`config.mk`:
```
export PLATFORM = sky130hd
export DESIGN_NAME = ser_status
export DESIGN_NICKNAME = d
export VERILOG_FILES = /design/src/ser_pkg.sv /design/src/ser_err_queue.sv /design/src/ser_status.sv
export SDC_FILE = /design/constraint.sdc
export NUM_CORES = 1
export LEC_CHECK = 0
export ABC_AREA = 1
export CAP_MARGIN = 20
export CORE_UTILIZATION = 45
export DETAILED_ROUTE_END_ITERATION = 16
export DONT_BUFFER_PORTS = 1
export PLACE_DENSITY = 0.67
export SYNTH_ARGS = -nofsm -noshare
export SYNTH_HDL_FRONTEND = slang
export SYNTH_SLANG_ARGS = --single-unit
```
`constraint.sdc`:
```
create_clock -name clk -period 2.9 [get_ports clk]
set_input_delay 0.29 -clock clk [delete_from_list [all_inputs] [get_ports clk]]
set_output_delay 0.29 -clock clk [all_outputs]
set_load 0.05 [all_outputs]
```
`src/ser_pkg.sv`:
```
// Purpose: shared constants and types for the status event reporting block
// Assumes: text commands are already parsed into one-cycle command strobes
// Notes: error codes are carried as signed 16-bit numbers
package ser_pkg;

	typedef enum logic [3:0]
	{
		SER_OP_NONE,
		SER_OP_CLEAR_STATUS,
		SER_OP_EVENT_MASK_WR,
		SER_OP_EVENT_MASK_RD,
		SER_OP_EVENT_RD,
		SER_OP_SUMMARY_RD,
		SER_OP_SERVICE_MASK_WR,
		SER_OP_SERVICE_MASK_RD,
		SER_OP_ERROR_RD
	} ser_op_t;

	// status summary byte layout
	localparam int SER_BIT_MSG_WAIT = 4;
	localparam int SER_BIT_EVT_SUM = 5;
	localparam int SER_BIT_MASTER = 6;
	localparam logic [7:0] SER_SERVICE_MASK_USED = 8'h30;

	// latched event register layout
	localparam int SER_BIT_QUERY_ERR = 2;
	localparam int SER_BIT_DEVICE_ERR = 3;
	localparam int SER_BIT_EXEC_ERR = 4;
	localparam int SER_BIT_CMD_ERR = 5;
	localparam int SER_BIT_POWER_ON = 7;

	// reset values
	localparam logic [7:0] SER_EVENT_RESET = 8'h80;
	localparam logic [7:0] SER_EVENT_MASK_RESET = 8'h00;
	localparam logic [7:0] SER_SERVICE_MASK_RESET = 8'h00;

	// error codes
	localparam logic signed [15:0] SER_ERR_NONE = 16'sh0000;
	localparam logic signed [15:0] SER_ERR_CMD = -16'sd100;
	localparam logic signed [15:0] SER_ERR_SYNTAX = -16'sd102;
	localparam logic signed [15:0] SER_ERR_PARAM = -16'sd108;
	localparam logic signed [15:0] SER_ERR_RANGE = -16'sd222;
	localparam logic signed [15:0] SER_ERR_OVERFLOW = -16'sd350;
	localparam logic signed [15:0] SER_ERR_QUERY = -16'sd400;
	localparam logic [15:0] SER_GROUP_SPAN = 16'd100;

	// error queue geometry
	localparam int SER_QUEUE_DEPTH = 8;
	localparam int SER_QUEUE_AW = 3;

endpackage

```
`src/ser_err_queue.sv`:
```
// Purpose: error number queue, oldest out first, registered read data
// Assumes: write and read strobes are single-cycle pulses
// Notes: a write into a full queue turns the newest slot into overflow
`timescale 1ns/1ps
module ser_err_queue
(
	input wire logic clk,
	input wire logic rstn,
	input wire logic clear,
	input wire logic wr_en,
	input wire logic signed [15:0] wr_data,
	input wire logic rd_en,
	output logic signed [15:0] rd_data,
	output logic full,
	output logic empty
);

	logic signed [15:0] mem [ser_pkg::SER_QUEUE_DEPTH];
	logic [ser_pkg::SER_QUEUE_AW-1:0] wp;
	logic [ser_pkg::SER_QUEUE_AW-1:0] rp;
	logic [ser_pkg::SER_QUEUE_AW:0] count;
	logic do_rd;
	logic do_wr;

	assign do_rd = rd_en && count != '0;
	// a read frees a slot in the same cycle, so a write then still fits
	assign do_wr = wr_en && (count != ser_pkg::SER_QUEUE_DEPTH || do_rd);
	assign full = count == ser_pkg::SER_QUEUE_DEPTH;
	assign empty = count == '0;

	////////////////////////////////////////////////////////////////////
	always_ff @(posedge clk)
	begin
		if (do_wr)
			mem[wp] <= wr_data;
		else if (wr_en)
			mem[wp - 1'b1] <= ser_pkg::SER_ERR_OVERFLOW;
	end

	always_ff @(posedge clk or negedge rstn)
	begin
		if (!rstn)
		begin
			wp <= '0;
			rp <= '0;
			count <= '0;
		end
		else if (clear)
		begin
			wp <= '0;
			rp <= '0;
			count <= '0;
		end
		else
		begin
			if (do_wr)
				wp <= wp + 1'b1;
			if (do_rd)
				rp <= rp + 1'b1;
			if (do_wr && !do_rd)
				count <= count + 1'b1;
			else if (do_rd && !do_wr)
				count <= count - 1'b1;
		end
	end

	// empty queue answers with the no-error code
	always_ff @(posedge clk or negedge rstn)
	begin
		if (!rstn)
			rd_data <= ser_pkg::SER_ERR_NONE;
		else if (rd_en)
			rd_data <= do_rd ? mem[rp] : ser_pkg::SER_ERR_NONE;
	end

endmodule

```
`src/ser_status.sv`:
```
// Purpose: event register, masks, status summary byte and error queue
// Assumes: a command parser delivers one-cycle command strobes and data
// Notes: message text is looked up from the returned code by the parser
`timescale 1ns/1ps
module ser_status
(
	input wire logic clk,
	input wire logic rstn,
	input wire logic cmd_valid,
	input wire ser_pkg::ser_op_t cmd_op,
	input wire logic [7:0] cmd_data,
	input wire logic err_valid,
	input wire logic signed [15:0] err_code,
	input wire logic msg_put,
	input wire logic msg_taken,
	output logic resp_valid,
	output logic [15:0] resp_data,
	output logic service_request
);

	logic [7:0] event_reg;
	logic [7:0] event_enable_mask;
	logic [7:0] service_enable_mask;
	logic message_waiting_bit;
	logic event_summary_bit;
	logic master_summary_bit;
	logic [7:0] status_summary_byte;
	logic [7:0] err_bits;
	logic [15:0] err_mag;
	logic clr;
	logic rd_event;
	logic q_rd;
	logic q_full;
	logic q_empty;
	logic err_pend;
	logic signed [15:0] q_data;

	assign clr = cmd_valid && cmd_op == ser_pkg::SER_OP_CLEAR_STATUS;
	assign rd_event = cmd_valid && cmd_op == ser_pkg::SER_OP_EVENT_RD;
	assign q_rd = cmd_valid && cmd_op == ser_pkg::SER_OP_ERROR_RD;

	////////////////////////////////////////////////////////////////////
	// error group decode
	assign err_mag = 16'(-err_code);
	always_comb
	begin
		err_bits = 8'h00;
		if (err_valid)
		begin
			case (err_mag / ser_pkg::SER_GROUP_SPAN)
				16'h0001: err_bits[ser_pkg::SER_BIT_CMD_ERR] = 1'b1;
				16'h0002: err_bits[ser_pkg::SER_BIT_EXEC_ERR] = 1'b1;
				16'h0003: err_bits[ser_pkg::SER_BIT_DEVICE_ERR] = 1'b1;
				16'h0004: err_bits[ser_pkg::SER_BIT_QUERY_ERR] = 1'b1;
				default: err_bits = 8'h00;
			endcase
		end
	end

	// new events win over a same-cycle clear
	always_ff @(posedge clk or negedge rstn)
	begin
		if (!rstn)
			event_reg <= ser_pkg::SER_EVENT_RESET;
		else if (clr || rd_event)
			event_reg <= err_bits;
		else
			event_reg <= event_reg | err_bits;
	end

	always_ff @(posedge clk or negedge rstn)
	begin
		if (!rstn)
			event_enable_mask <= ser_pkg::SER_EVENT_MASK_RESET;
		else if (cmd_valid && cmd_op == ser_pkg::SER_OP_EVENT_MASK_WR)
			event_enable_mask <= cmd_data;
	end

	always_ff @(posedge clk or negedge rstn)
	begin
		if (!rstn)
			service_enable_mask <= ser_pkg::SER_SERVICE_MASK_RESET;
		else if (cmd_valid && cmd_op == ser_pkg::SER_OP_SERVICE_MASK_WR)
			service_enable_mask <= cmd_data
				& ser_pkg::SER_SERVICE_MASK_USED;
	end

	always_ff @(posedge clk or negedge rstn)
	begin
		if (!rstn)
			message_waiting_bit <= 1'b0;
		else if (msg_put)
			message_waiting_bit <= 1'b1;
		else if (clr || msg_taken)
			message_waiting_bit <= 1'b0;
	end

	////////////////////////////////////////////////////////////////////
	// summary bits stay unlatched so a read always sees live state
	assign event_summary_bit = |(event_reg & event_enable_mask);
	always_comb
	begin
		status_summary_byte = 8'h00;
		status_summary_byte[ser_pkg::SER_BIT_MSG_WAIT] = message_waiting_bit;
		status_summary_byte[ser_pkg::SER_BIT_EVT_SUM] = event_summary_bit;
		master_summary_bit = |(status_summary_byte & service_enable_mask);
		status_summary_byte[ser_pkg::SER_BIT_MASTER] = master_summary_bit;
	end

	always_ff @(posedge clk or negedge rstn)
	begin
		if (!rstn)
			service_request <= 1'b0;
		else
			service_request <= master_summary_bit;
	end

	////////////////////////////////////////////////////////////////////
	ser_err_queue u_queue
	(
		.clk(clk),
		.rstn(rstn),
		.clear(clr),
		.wr_en(err_valid),
		.wr_data(err_code),
		.rd_en(q_rd),
		.rd_data(q_data),
		.full(q_full),
		.empty(q_empty)
	);

	// register queries answer next cycle, the error query one later
	always_ff @(posedge clk or negedge rstn)
	begin
		if (!rstn)
		begin
			resp_valid <= 1'b0;
			resp_data <= 16'h0000;
			err_pend <= 1'b0;
		end
		else
		begin
			err_pend <= q_rd;
			resp_valid <= 1'b0;
			if (err_pend)
			begin
				resp_valid <= 1'b1;
				resp_data <= q_data;
			end
			else if (cmd_valid)
			begin
				case (cmd_op)
					ser_pkg::SER_OP_EVENT_MASK_RD:
					begin
						resp_valid <= 1'b1;
						resp_data <= {8'h00, event_enable_mask};
					end
					ser_pkg::SER_OP_EVENT_RD:
					begin
						resp_valid <= 1'b1;
						resp_data <= {8'h00, event_reg};
					end
					ser_pkg::SER_OP_SUMMARY_RD:
					begin
						resp_valid <= 1'b1;
						resp_data <= {8'h00, status_summary_byte};
					end
					ser_pkg::SER_OP_SERVICE_MASK_RD:
					begin
						resp_valid <= 1'b1;
						resp_data <= {8'h00, service_enable_mask};
					end
					default: resp_valid <= 1'b0;
				endcase
			end
		end
	end
endmodule

```
==> flow_summary.json, run 1 <==
{
  "status": "finished, violations left",
  "finalCritPeriodShare_pct": 167.4,
  "rows": 53,
  "tightest_slew_ns": 0.7098,
  "grt_max_degree": 66,
  "power.density_nw_per_um2": 1109,
  "die_x_um": 150.1,
  "startpoint_type": "primary input",
  "portBuffers": 0,
  "synthCells": 1051,
  "violations": "negative setup slack",
  "numCtsBuffers": 17,
  "ioPinCount": 52,
  "cp_max_fo": 6,
  "syn2layout_area_growth_pct": 23.23,
  "grt_overflow_total": 0,
  "routedWlPerCell_um": 16.35,
  "setup_ws_ns": -1.956,
  "path_common_cell": "nand2_4",
  "largest_reg_flops": 128,
  "wirelength_mm": 23.72,
  "p_clk_share_pct": 15.9,
  "fin_skew_ns": 0.01082,
  "pwr-share-seq_pct": 29.7,
  "reg.largest.list": "u_queue.mem x128, resp_data x16, u_queue.rd_data x16",
  "layout_min_cycle_time_ns": 4.856,
  "synth_top_area_share_pct": 38.97,
  "coreArea_sq_um": 21290,
  "cp_top_family": "simple AND/OR/NAND/NOR gates",
  "max_slew_margin_pct": 52.52,
  "finalSetupTns_ns": -7.777,
  "filler_cell_count": 1817,
  "dr.pass1.iters": 5,
  "swShare_pct": 43.21,
  "top_register": "u_queue.mem",
  "synth_top_cell_by_area": "edfxtp_1",
  "nets": 1204,
  "routabilityCongestion": 0.8859,
  "grt_pass1_wl_mm": 38.23,
  "detailed_place_hpwl_mm": 16.16,
  "synth-async-reset-ratio_pct": 32.28,
  "ys_seq_area_share_pct": 54.46,
  "setup_viol_count_final": 4,
  "worstSetupPathType": "primary input to flip-flop",
  "start_util_pct": 46.34,
  "layout.cells.non_filler": 1451,
  "internal-power_mw": 7.654,
  "drive_above_1_share_pct": 28.06,
  "critPathSlowestCell": "nor2_4",
  "hold_path.class": "primary input to flip-flop",
  "arrival_ns": 5.17,
  "rsz0062_at_grt": "yes",
  "synth_seq_cells": 189,
  "diodes": 0,
  "netlist_area_sq_um": 9863,
  "power.share.combinational_pct": 54.4,
  "max_stage_delay_ns": 0.19,
  "via_per_inst": 5.336,
  "cts_tree": "yes",
  "clock-sinks": 189,
  "endpoint_kind": "flip-flop",
  "irDropWorstVdd_mv": 1.137,
  "yosysUniqueCellTypes": 53,
  "switchingPower_mw": 5.823,
  "htree_levels": 4,
  "max_clock_freq_ghz": 0.2059,
  "slew_viol_final": 0,
  "critPathRequiredTime_ns": 3.21,
  "track_usage_pct": 22.12,
  "route.vias.total": 7742,
  "dieArea_sq_um": 22520,
  "dp_slack_ns": -2.318,
  "crit_buf_inv": 3,
  "drcViolationCount": 0,
  "cts_buffer_depth": 2,
  "synthFlopType": "edfxtp_1",
  "synth_area_leaders": "edfxtp_1 39%, dfrtp_1 15%, nand2_1 6.7%, nor2_1 6.2%, o21ai_0 4.5%",
  "maxCapViolCount": 0,
  "grt_antenna_before_repair": 0,
  "clk_latency_ns": 0.43,
  "ys.warnings.count": 0,
  "drtIter0Drc": 523,
  "syn-num-nets": 1092,
  "postRouteAntennaNets": 0,
  "final_util_pct": 57.10,
  "die_y_um": 150.1,
  "clk_pin_slew_ns": 0.06,
  "root_buffer": "clkbuf_16",
  "leakagePower_nw": 4.995,
  "hold_viol_final": 0,
  "place_inst": 1392,
  "postSynthAreaPerCell_sq_um": 9.385,
  "synth_edf_count": 128,
  "grt_pass1_vias": 7588
}
## what timing repair did
action / CTS / global route
pin swaps: 6 / 14
setup buffers: 6 / 14
gates resized for setup: 26 / 44
hold endpoints to repair: 65 / 0
endpoints found under the setup margin: 4 / 5
hold buffers: 7 / 0
## area by class of cell
class	instances	area (sq um)	share of cell area, %
Sequential cell	189	5373	44.20
Multi-Input combinational cell	709	4413	36.31
Timing Repair Buffer	125	1002	8.246
Inverter	121	476.7	3.922
Clock buffer	21	450.4	3.706
Tap cell	275	344.1	2.831
Clock inverter	11	95.09	0.7824
## worst register-to-register path, delay by kind of cell, from the launching register on
family | cells | cell delay, ns
buffers and inverters | 3 | 0.32
and+or+nand+nor | 6 | 0.60
AOI/OAI and AO/OA | 2 | 0.24
adders and majority gates | 1 | 0.28
xor gates and xnor gates | 2 | 0.28
DFF | 1 | 0.44
## metrics by stage
step	area (sq um)	power, mW	hold WS (ns)
2_1_floorplan	10070	8.577	-0.005591
3_3_place_gp	11050	10.26	-0.004511
3_5_place_dp	11050	10.39	-0.004435
4_1_cts	11830	13.12	0.001428
5_1_grt	12150	14.49	0.002444
6_report	12150	13.48	0.01865
## cells in the mapped netlist, drive strengths merged (4+ instances only)
master	instances
nor2	177
clkbuf	30
nand4	11
xor2	16
a21oi	12
a31oi	4
ha	6
o22ai	4
nand2	230
mux2	7
a32o	16
xnor2	8
inv	118
o21ai	99
dfrtp	60
or2	4
edfxtp	128
nand3	51
o211ai	36
## logic make-up after synthesis
| logic type | share of synthesized area [%] |
|---|---|
| xor+xnor | 2.131 |
| mux | 1.002 |
| flops | 54.46 |
| fa+ha+maj | 0.9641 |
| compound gates | 11.81 |
| simple gates | 23.76 |
| buf+inv | 5.873 |
## routing by layer
layer / wire length, um / GRT usage [%] / part of all wire, %
met2: 11610 / 37.01 / 49
met3: 1125 / 2.957 / 4.7
met1: 10650 / 29.87 / 45
met5: 0 / 0 / 0
met4: 346 / 6.465 / 1.5
## path summary, 6_finish.rpt
path,startpoint,cells past startpoint,to,slack [ns]
max in group asynchronous,rstn,2,event_reg[7],2.19
worst max register to register,u_queue.count[0],14,u_queue.count[3],0.61
min in group asynchronous,rstn,2,resp_data[11],0.40
worst max-delay path,err_code[0],48,event_reg[3],-1.96
worst min-delay path,cmd_data[7],1,event_enable_mask[7],0.02
worst min register to register,event_reg[7],2,event_reg[7],0.47
## cells in the final DEF (no fill, tap or decap), types with 3 or more instances in the layout
cell           instances
a21oi_1               10
a31oi_1                3
a32o_1                16
buf_4                115
clkbuf_1               3
clkbuf_16             17
clkinv_1               5
clkinvlp_4             4
dfrtp_1               59
dlygate4sd3_1          6
edfxtp_1             128
ha_1                   5
inv_1                 99
inv_2                 15
mux2_2                 7
nand2_1              157
nand2_2               43
nand2_4               29
nand3_1               29
nand3_2               11
nand3_4               11
nand4_1                7
nand4_4                4
nor2_1               143
nor2_2                16
nor2_4                18
o211ai_1              35
o21ai_0               86
o21ai_1                6
o21ai_2                5
o221ai_1               3
o22ai_1                4
or2_2                  4
xnor2_1                8
xor2_1                13
## power groups by stage
stage | registers, mW | logic, mW | clock network [mW]
floorplan | 3.94 | 4.64 | 0
global placement | 4.03 | 6.23 | 0
CTS | 3.99 | 6.95 | 2.18
global route | 4.05 | 8.14 | 2.29
detailed placement | 4.05 | 6.35 | 0
finish | 4.00 | 7.33 | 2.15
(Power assumes the default switching activity.)
==> run 2, diff against run 1 <==
--- a/config.mk
+++ b/config.mk
@@ -5,7 +5,6 @@
 export SDC_FILE = /design/constraint.sdc
 export NUM_CORES = 1
 export LEC_CHECK = 0
-export ABC_AREA = 1
 export CAP_MARGIN = 20
 export CORE_UTILIZATION = 45
 export DETAILED_ROUTE_END_ITERATION = 16
==> constraint.sdc (replaced) <==
create_clock -name clk -period 2.9 [get_ports clk]
set_input_delay 0.58 -clock clk [delete_from_list [all_inputs] [get_ports clk]]
set_output_delay 0.58 -clock clk [all_outputs]
set_load 0.05 [all_outputs]
==> flow_summary.json, run 2 <==
{
  "finalSetupTns_ns": -13.63,
  "synthAdderAreaFrac_pct": 1.329,
  "layout.cells.non_filler": 1339,
  "synth_common_cells": "128 x edfxtp_1, 78 x nand2_1, 60 x dfrtp_1",
  "synth_area_leaders": "edfxtp_1 37%, dfrtp_1 14%, mux4_2 6.9%, nand2_1 2.8%, xnor2_1 2.5%",
  "dr.pass1.iters": 5,
  "synthCells": 879,
  "setup_ws_ns": -3.444,
  "portBuffers": 0,
  "die_y_um": 154.4,
  "grt_pass1_wl_mm": 41.59,
  "detailed_place_hpwl_mm": 17.84,
  "irDropWorstVdd_mv": 0.5259,
  "ys_seq_area_share_pct": 51.41,
  "final_common_cell": "buf_4",
  "synth-simple-area-share_pct": 13.32,
  "netlist_area_sq_um": 10450,
  "dp_slack_ns": -4.020,
  "critPathSlowestCell": "or4_4",
  "startpoint_type": "primary input",
  "synth-async-reset-ratio_pct": 32.28,
  "power.density_nw_per_um2": 814.0,
  "violations": "negative setup slack",
  "tightest_slew_ns": 1.096,
  "holdWs_ns": 0.01313,
  "nets": 1083,
  "htree_levels": 4,
  "synthFlopType": "edfxtp_1",
  "start_util_pct": 46.01,
  "wirelength_mm": 25.71,
  "cp_max_fo": 6,
  "rsz0062_at_grt": "yes",
  "finalCritPeriodShare_pct": 218.8,
  "coreArea_sq_um": 22710,
  "numCtsBuffers": 17,
  "slew_viol_final": 0,
  "syn2layout_area_growth_pct": 28.53,
  "ys.warnings.count": 0,
  "synth_seq_cells": 189,
  "dieArea_sq_um": 23830,
  "grt_overflow_total": 0,
  "reg.largest.list": "u_queue.mem x128, resp_data x16, u_queue.rd_data x16",
  "rows": 55,
  "clk_latency_ns": 0.43,
  "worstSetupStartpoint": "err_code[7]",
  "final_cell_mix": "171 x buf_4, 128 x edfxtp_1, 72 x nand2_1, 59 x dfrtp_1, 39 x o21ai_0",
  "routabilityCongestion": 0.9308,
  "setup_viol_count_final": 4,
  "synth_top_area_share_pct": 36.79,
  "max_clock_freq_ghz": 0.1576,
  "synth_top_cell_by_area": "edfxtp_1",
  "routedWlPerCell_um": 19.20,
  "largest_reg_flops": 128,
  "syn-num-nets": 921,
  "cts_buffer_depth": 2,
  "synth_most_common_cell": "edfxtp_1",
  "drtIter0Drc": 462,
  "die_x_um": 154.4,
  "fin_skew_ns": 0.008416,
  "leakagePower_nw": 5.021,
  "grt_max_degree": 62,
  "hold_viol_final": 0,
  "status": "finished, violations left",
  "synth_compound_area_share_pct": 15.78,
  "drcViolationCount": 0,
  "diodes": 0,
  "root_buffer": "clkbuf_16",
  "grt_pass1_vias": 7934,
  "synth_mux_area_share_pct": 10.96,
  "clock-sinks": 189,
  "synth_edf_count": 128,
  "r2r_end": "u_queue.mem[5][10]",
  "drive_above_1_share_pct": 37.76,
  "arrival_ns": 6.66,
  "postSynthAreaPerCell_sq_um": 11.89,
  "postRouteAntennaNets": 0,
  "clk_pin_slew_ns": 0.07,
  "synth_xor_area_share_pct": 4.563,
  "layout_min_cycle_time_ns": 6.344,
  "route.vias.total": 7843,
  "r2r_slack_ns": 0.17,
  "top_register": "u_queue.mem",
  "hold_path.class": "primary input to async pin",
  "endpoint_kind": "flip-flop",
  "track_usage_pct": 22.36,
  "place_inst": 1283,
  "cts_tree": "yes",
  "worstSetupPathType": "primary input to flip-flop",
  "yosysUniqueCellTypes": 96,
  "path_common_cell": "buf_4",
  "synth_top_family_by_area": "compound AO/OA/AOI/OAI gates",
  "grt_antenna_before_repair": 0,
  "via_per_inst": 5.857,
  "max_stage_delay_ns": 0.54,
  "r2r-start": "u_queue.count[0]",
  "reg2reg_depth": 5,
  "max_slew_margin_pct": 26.86,
  "critPathRequiredTime_ns": 3.22,
  "ioPinCount": 52,
  "maxCapViolCount": 0
}
## run 2: changes by cell type after synthesis, moves of 14 or more
cell	delta
mux2i_1	+24
a21oi_1	+24
inv_2	-14
xnor2_1	+22
nor2_1	-111
nand2_1	-99
nor3_1	+26
o21ai_0	-44
nand2b_1	+14
mux4_2	+32
inv_1	-85
o211ai_1	-25
nand2_2	-44
## run 2: cell families after synthesis
family,count (synthesis)
simple gates,275
compound gates,216
flops,189
mux,72
buf+inv,65
xor+xnor,51
fa+ha+maj,11
## run 2: layout make-up
class / count / area, sq um
Clock inverter: 14 / 121.4
Fill cell: 1801 / 9281
Tap cell: 285 / 356.6
Multi-Input combinational cell: 625 / 5474
Sequential cell: 189 / 5373
Inverter: 18 / 90.09
Timing Repair Buffer: 190 / 1584
Clock buffer: 18 / 429.2
## run 2: power breakdown
| group | switching, mW | internal [mW] |
|---|---|---|
| logic | 2.38 | 2.38 |
| clock network | 0.982 | 1.18 |
| registers | 0.503 | 3.51 |
## run 2: layer usage
layer / vias up / GRT usage, % / wire (um)
met3: 32 / 4.231 / 1230
li1: 3720 / - / -
met1: 3854 / 29.78 / 11550
met5: - / 0 / 0
met4: 0 / 5.988 / 388
met2: 237 / 37.55 / 12550
## run 2: worst max path at each step
stage,endpoint,slack (ns),cells after the start
final,event_reg[5],-3.44,29
after global routing,event_reg[5],-3.62,26
after CTS,event_reg[3],-3.28,24
after detailed placement,event_reg[3],-4.02,27
after global placement,event_reg[3],-4.02,30
after floorplan,event_reg[3],-3.88,27
## run 2: metrics by stage
| stage | instance area, sq um | power (mW) | util [%] |
|---|---|---|---|
| after floorplan | 10750 | 6.730 | - |
| after global placement | 12220 | 8.142 | 53.79 |
| after detailed placement | 12220 | 8.217 | 53.79 |
| after CTS | 13050 | 10.64 | 57.44 |
| after global routing | 13430 | 11.53 | 59.13 |
| final | 13430 | 10.93 | 59.13 |
## run 2: what timing repair did
item | in CTS | in global routing
pin swaps | 34 | 24
buffers inserted | 9 | 15
resized for setup | 35 | 59
cloned | 0 | 0
setup endpoints to repair | 4 | 4
hold buffers | 1 | 0
hold endpoints to repair | 61 | 0
## run 2: worst max-delay path: cells and delay by family
| family | cells | cell delay (ns) |
|---|---|---|
| xor+xnor | 2 | 0.42 |
| simple gates | 8 | 1.88 |
| compound gates | 12 | 2.64 |
| mux | 1 | 0.35 |
| buf+inv | 6 | 0.78 |
==> run 3, diff against run 2 <==
--- a/config.mk
+++ b/config.mk
@@ -10,6 +10,7 @@
 export DETAILED_ROUTE_END_ITERATION = 16
 export DONT_BUFFER_PORTS = 1
 export PLACE_DENSITY = 0.67
+export RECOVER_POWER = 25
 export SYNTH_ARGS = -nofsm -noshare
 export SYNTH_HDL_FRONTEND = slang
 export SYNTH_SLANG_ARGS = --single-unit
==> flow_summary.json, run 3 (same netlist as run 2, synthesis figures left out) <==
{
  "status": "finished, violations left",
  "violations": "negative setup slack",
  "ioPinCount": 52,
  "arrival_ns": 6.67,
  "max_clock_freq_ghz": 0.1575,
  "holdWs_ns": 0.2578,
  "fin_skew_ns": 0.007547,
  "hold_viol_final": 0,
  "startpoint_type": "primary input",
  "drtIter0Drc": 507,
  "grt_antenna_before_repair": 0,
  "dr.pass1.iters": 5,
  "clk_latency_ns": 0.43,
  "worstSetupPathType": "primary input to flip-flop",
  "htree_levels": 4,
  "stdcell_area_sq_um": 13380,
  "numCtsBuffers": 17,
  "hold_path.class": "primary input to flip-flop",
  "grt_pass1_vias": 7934,
  "r2r_end": "u_queue.mem[5][10]",
  "final_cell_mix": "167 x buf_4, 128 x edfxtp_1, 72 x nand2_1, 59 x dfrtp_1, 39 x o21ai_0",
  "coreArea_sq_um": 22710,
  "largest_reg_flops": 128,
  "reg2reg_depth": 5,
  "portBuffers": 0,
  "max_stage_delay_ns": 0.54,
  "cts_tree": "yes",
  "endpoint_kind": "flip-flop",
  "cp_top_family": "compound AO/OA/AOI/OAI gates",
  "regArea_sq_um": 5373,
  "dp_slack_ns": -4.020,
  "slew_viol_final": 0,
  "finalCritPeriodShare_pct": 218.9,
  "die_y_um": 154.4,
  "critPathRequiredTime_ns": 3.22,
  "r2r-start": "u_queue.count[0]",
  "r2r_slack_ns": 0.19,
  "root_buffer": "clkbuf_16",
  "final_common_cell": "buf_4",
  "track_usage_pct": 22.36,
  "leakagePower_nw": 4.999,
  "filler_cell_count": 1814,
  "via_per_inst": 5.861,
  "layout_min_cycle_time_ns": 6.349,
  "worst_hold_path.endpoint": "message_waiting_bit",
  "grt_pass1_wl_mm": 41.59,
  "setup_ws_ns": -3.449,
  "grt_overflow_total": 0,
  "rows": 55,
  "cp_max_fo": 6,
  "nets": 1083,
  "tightest_slew_ns": 1.437,
  "maxCapViolCount": 0,
  "detailed_place_hpwl_mm": 17.84,
  "cts_buffer_depth": 2,
  "reg.largest.list": "u_queue.mem x128, resp_data x16, u_queue.rd_data x16",
  "clk_pin_slew_ns": 0.07,
  "irDropWorstVdd_mv": 0.5261,
  "hp-start": "msg_put",
  "max_slew_margin_pct": 4.205,
  "die_x_um": 154.4,
  "path_common_cell": "buf_4",
  "rsz0062_at_grt": "yes",
  "top_register": "u_queue.mem",
  "routedWlPerCell_um": 19.18,
  "drcViolationCount": 0,
  "grt_max_degree": 62,
  "drive_above_1_share_pct": 37.29,
  "syn2layout_area_growth_pct": 28.10,
  "diodes": 0,
  "postRouteAntennaNets": 0,
  "power.density_nw_per_um2": 815.7,
  "min_delay_path_depth": 1,
  "route.vias.total": 7848,
  "critPathSlowestCell": "or4_4",
  "setup_viol_count_final": 4,
  "start_util_pct": 46.01,
  "dieArea_sq_um": 23830,
  "wirelength_mm": 25.68,
  "routabilityCongestion": 0.9308,
  "crit_buf_inv": 6,
  "multi_input_area_sq_um": 5466,
  "final_util_pct": 58.93,
  "placed_area_sq_um": 12220,
  "clock-sinks": 189
}
run 3: cell count changes in the layout (fill, tap and decap cells not counted):
cell	change
o41ai_1	+1
clkbuf_2	+1
o41ai_2	-1
clkbuf_1	+4
buf_16	-1
buf_4	-4
run 3: area by class of cell:
| class | instances | area share (%) |
|---|---|---|
| clock inverters | 14 | 0.9069 |
| repair buffers | 190 | 11.56 |
| inverters | 18 | 0.6732 |
| clock buffers | 18 | 3.207 |
| well taps | 285 | 2.665 |
| flip-flops and latches | 189 | 40.15 |
| multi-input cells | 625 | 40.85 |
run 3: per-layer routing:
metal  vias to the layer above  share of wire [%]  track usage (%)
met3                        32                4.2            4.231
met2                       204                 49            37.55
met1                      3897                 45            29.78
met4                         0                1.5            5.988
li1                       3715                  -                -
met5                         -                  0                0
run 3: metrics by stage:
step | std cells | setup TNS [ns] | power (mW)
after floorplan | 879 | -15.32 | 6.730
after global placement | 1283 | -15.85 | 8.142
after detailed placement | 1283 | -15.83 | 8.217
after CTS | 1324 | -13.05 | 10.64
after global routing | 1339 | -14.31 | 11.52
final | 1339 | -13.65 | 10.92
run 3: where the power goes:
part	internal, mW	switching (mW)
sequential	3.51	0.499
combinational	2.37	2.38
clock	1.18	0.981
total	7.06	3.86
run 3: timing repair:
| action | 4_1_cts | 5_1_grt |
|---|---|---|
| pin swaps | 34 | 24 |
| gates resized for setup | 35 | 59 |
| endpoints found under the hold margin | 61 | 0 |
| setup buffers | 9 | 15 |
| hold buffers | 1 | 0 |
| setup endpoints to repair | 4 | 4 |
run 3: worst max-delay path by stage:
stage | from | end | slack (ns) | cells past startpoint
after floorplan | err_code[5] | event_reg[3] | -3.88 | 27
after global placement | err_code[7] | event_reg[3] | -4.02 | 30
after detailed placement | err_code[0] | event_reg[3] | -4.02 | 27
after CTS | err_code[5] | event_reg[3] | -3.28 | 24
after global routing | err_code[7] | event_reg[5] | -3.62 | 26
final | err_code[7] | event_reg[5] | -3.45 | 29
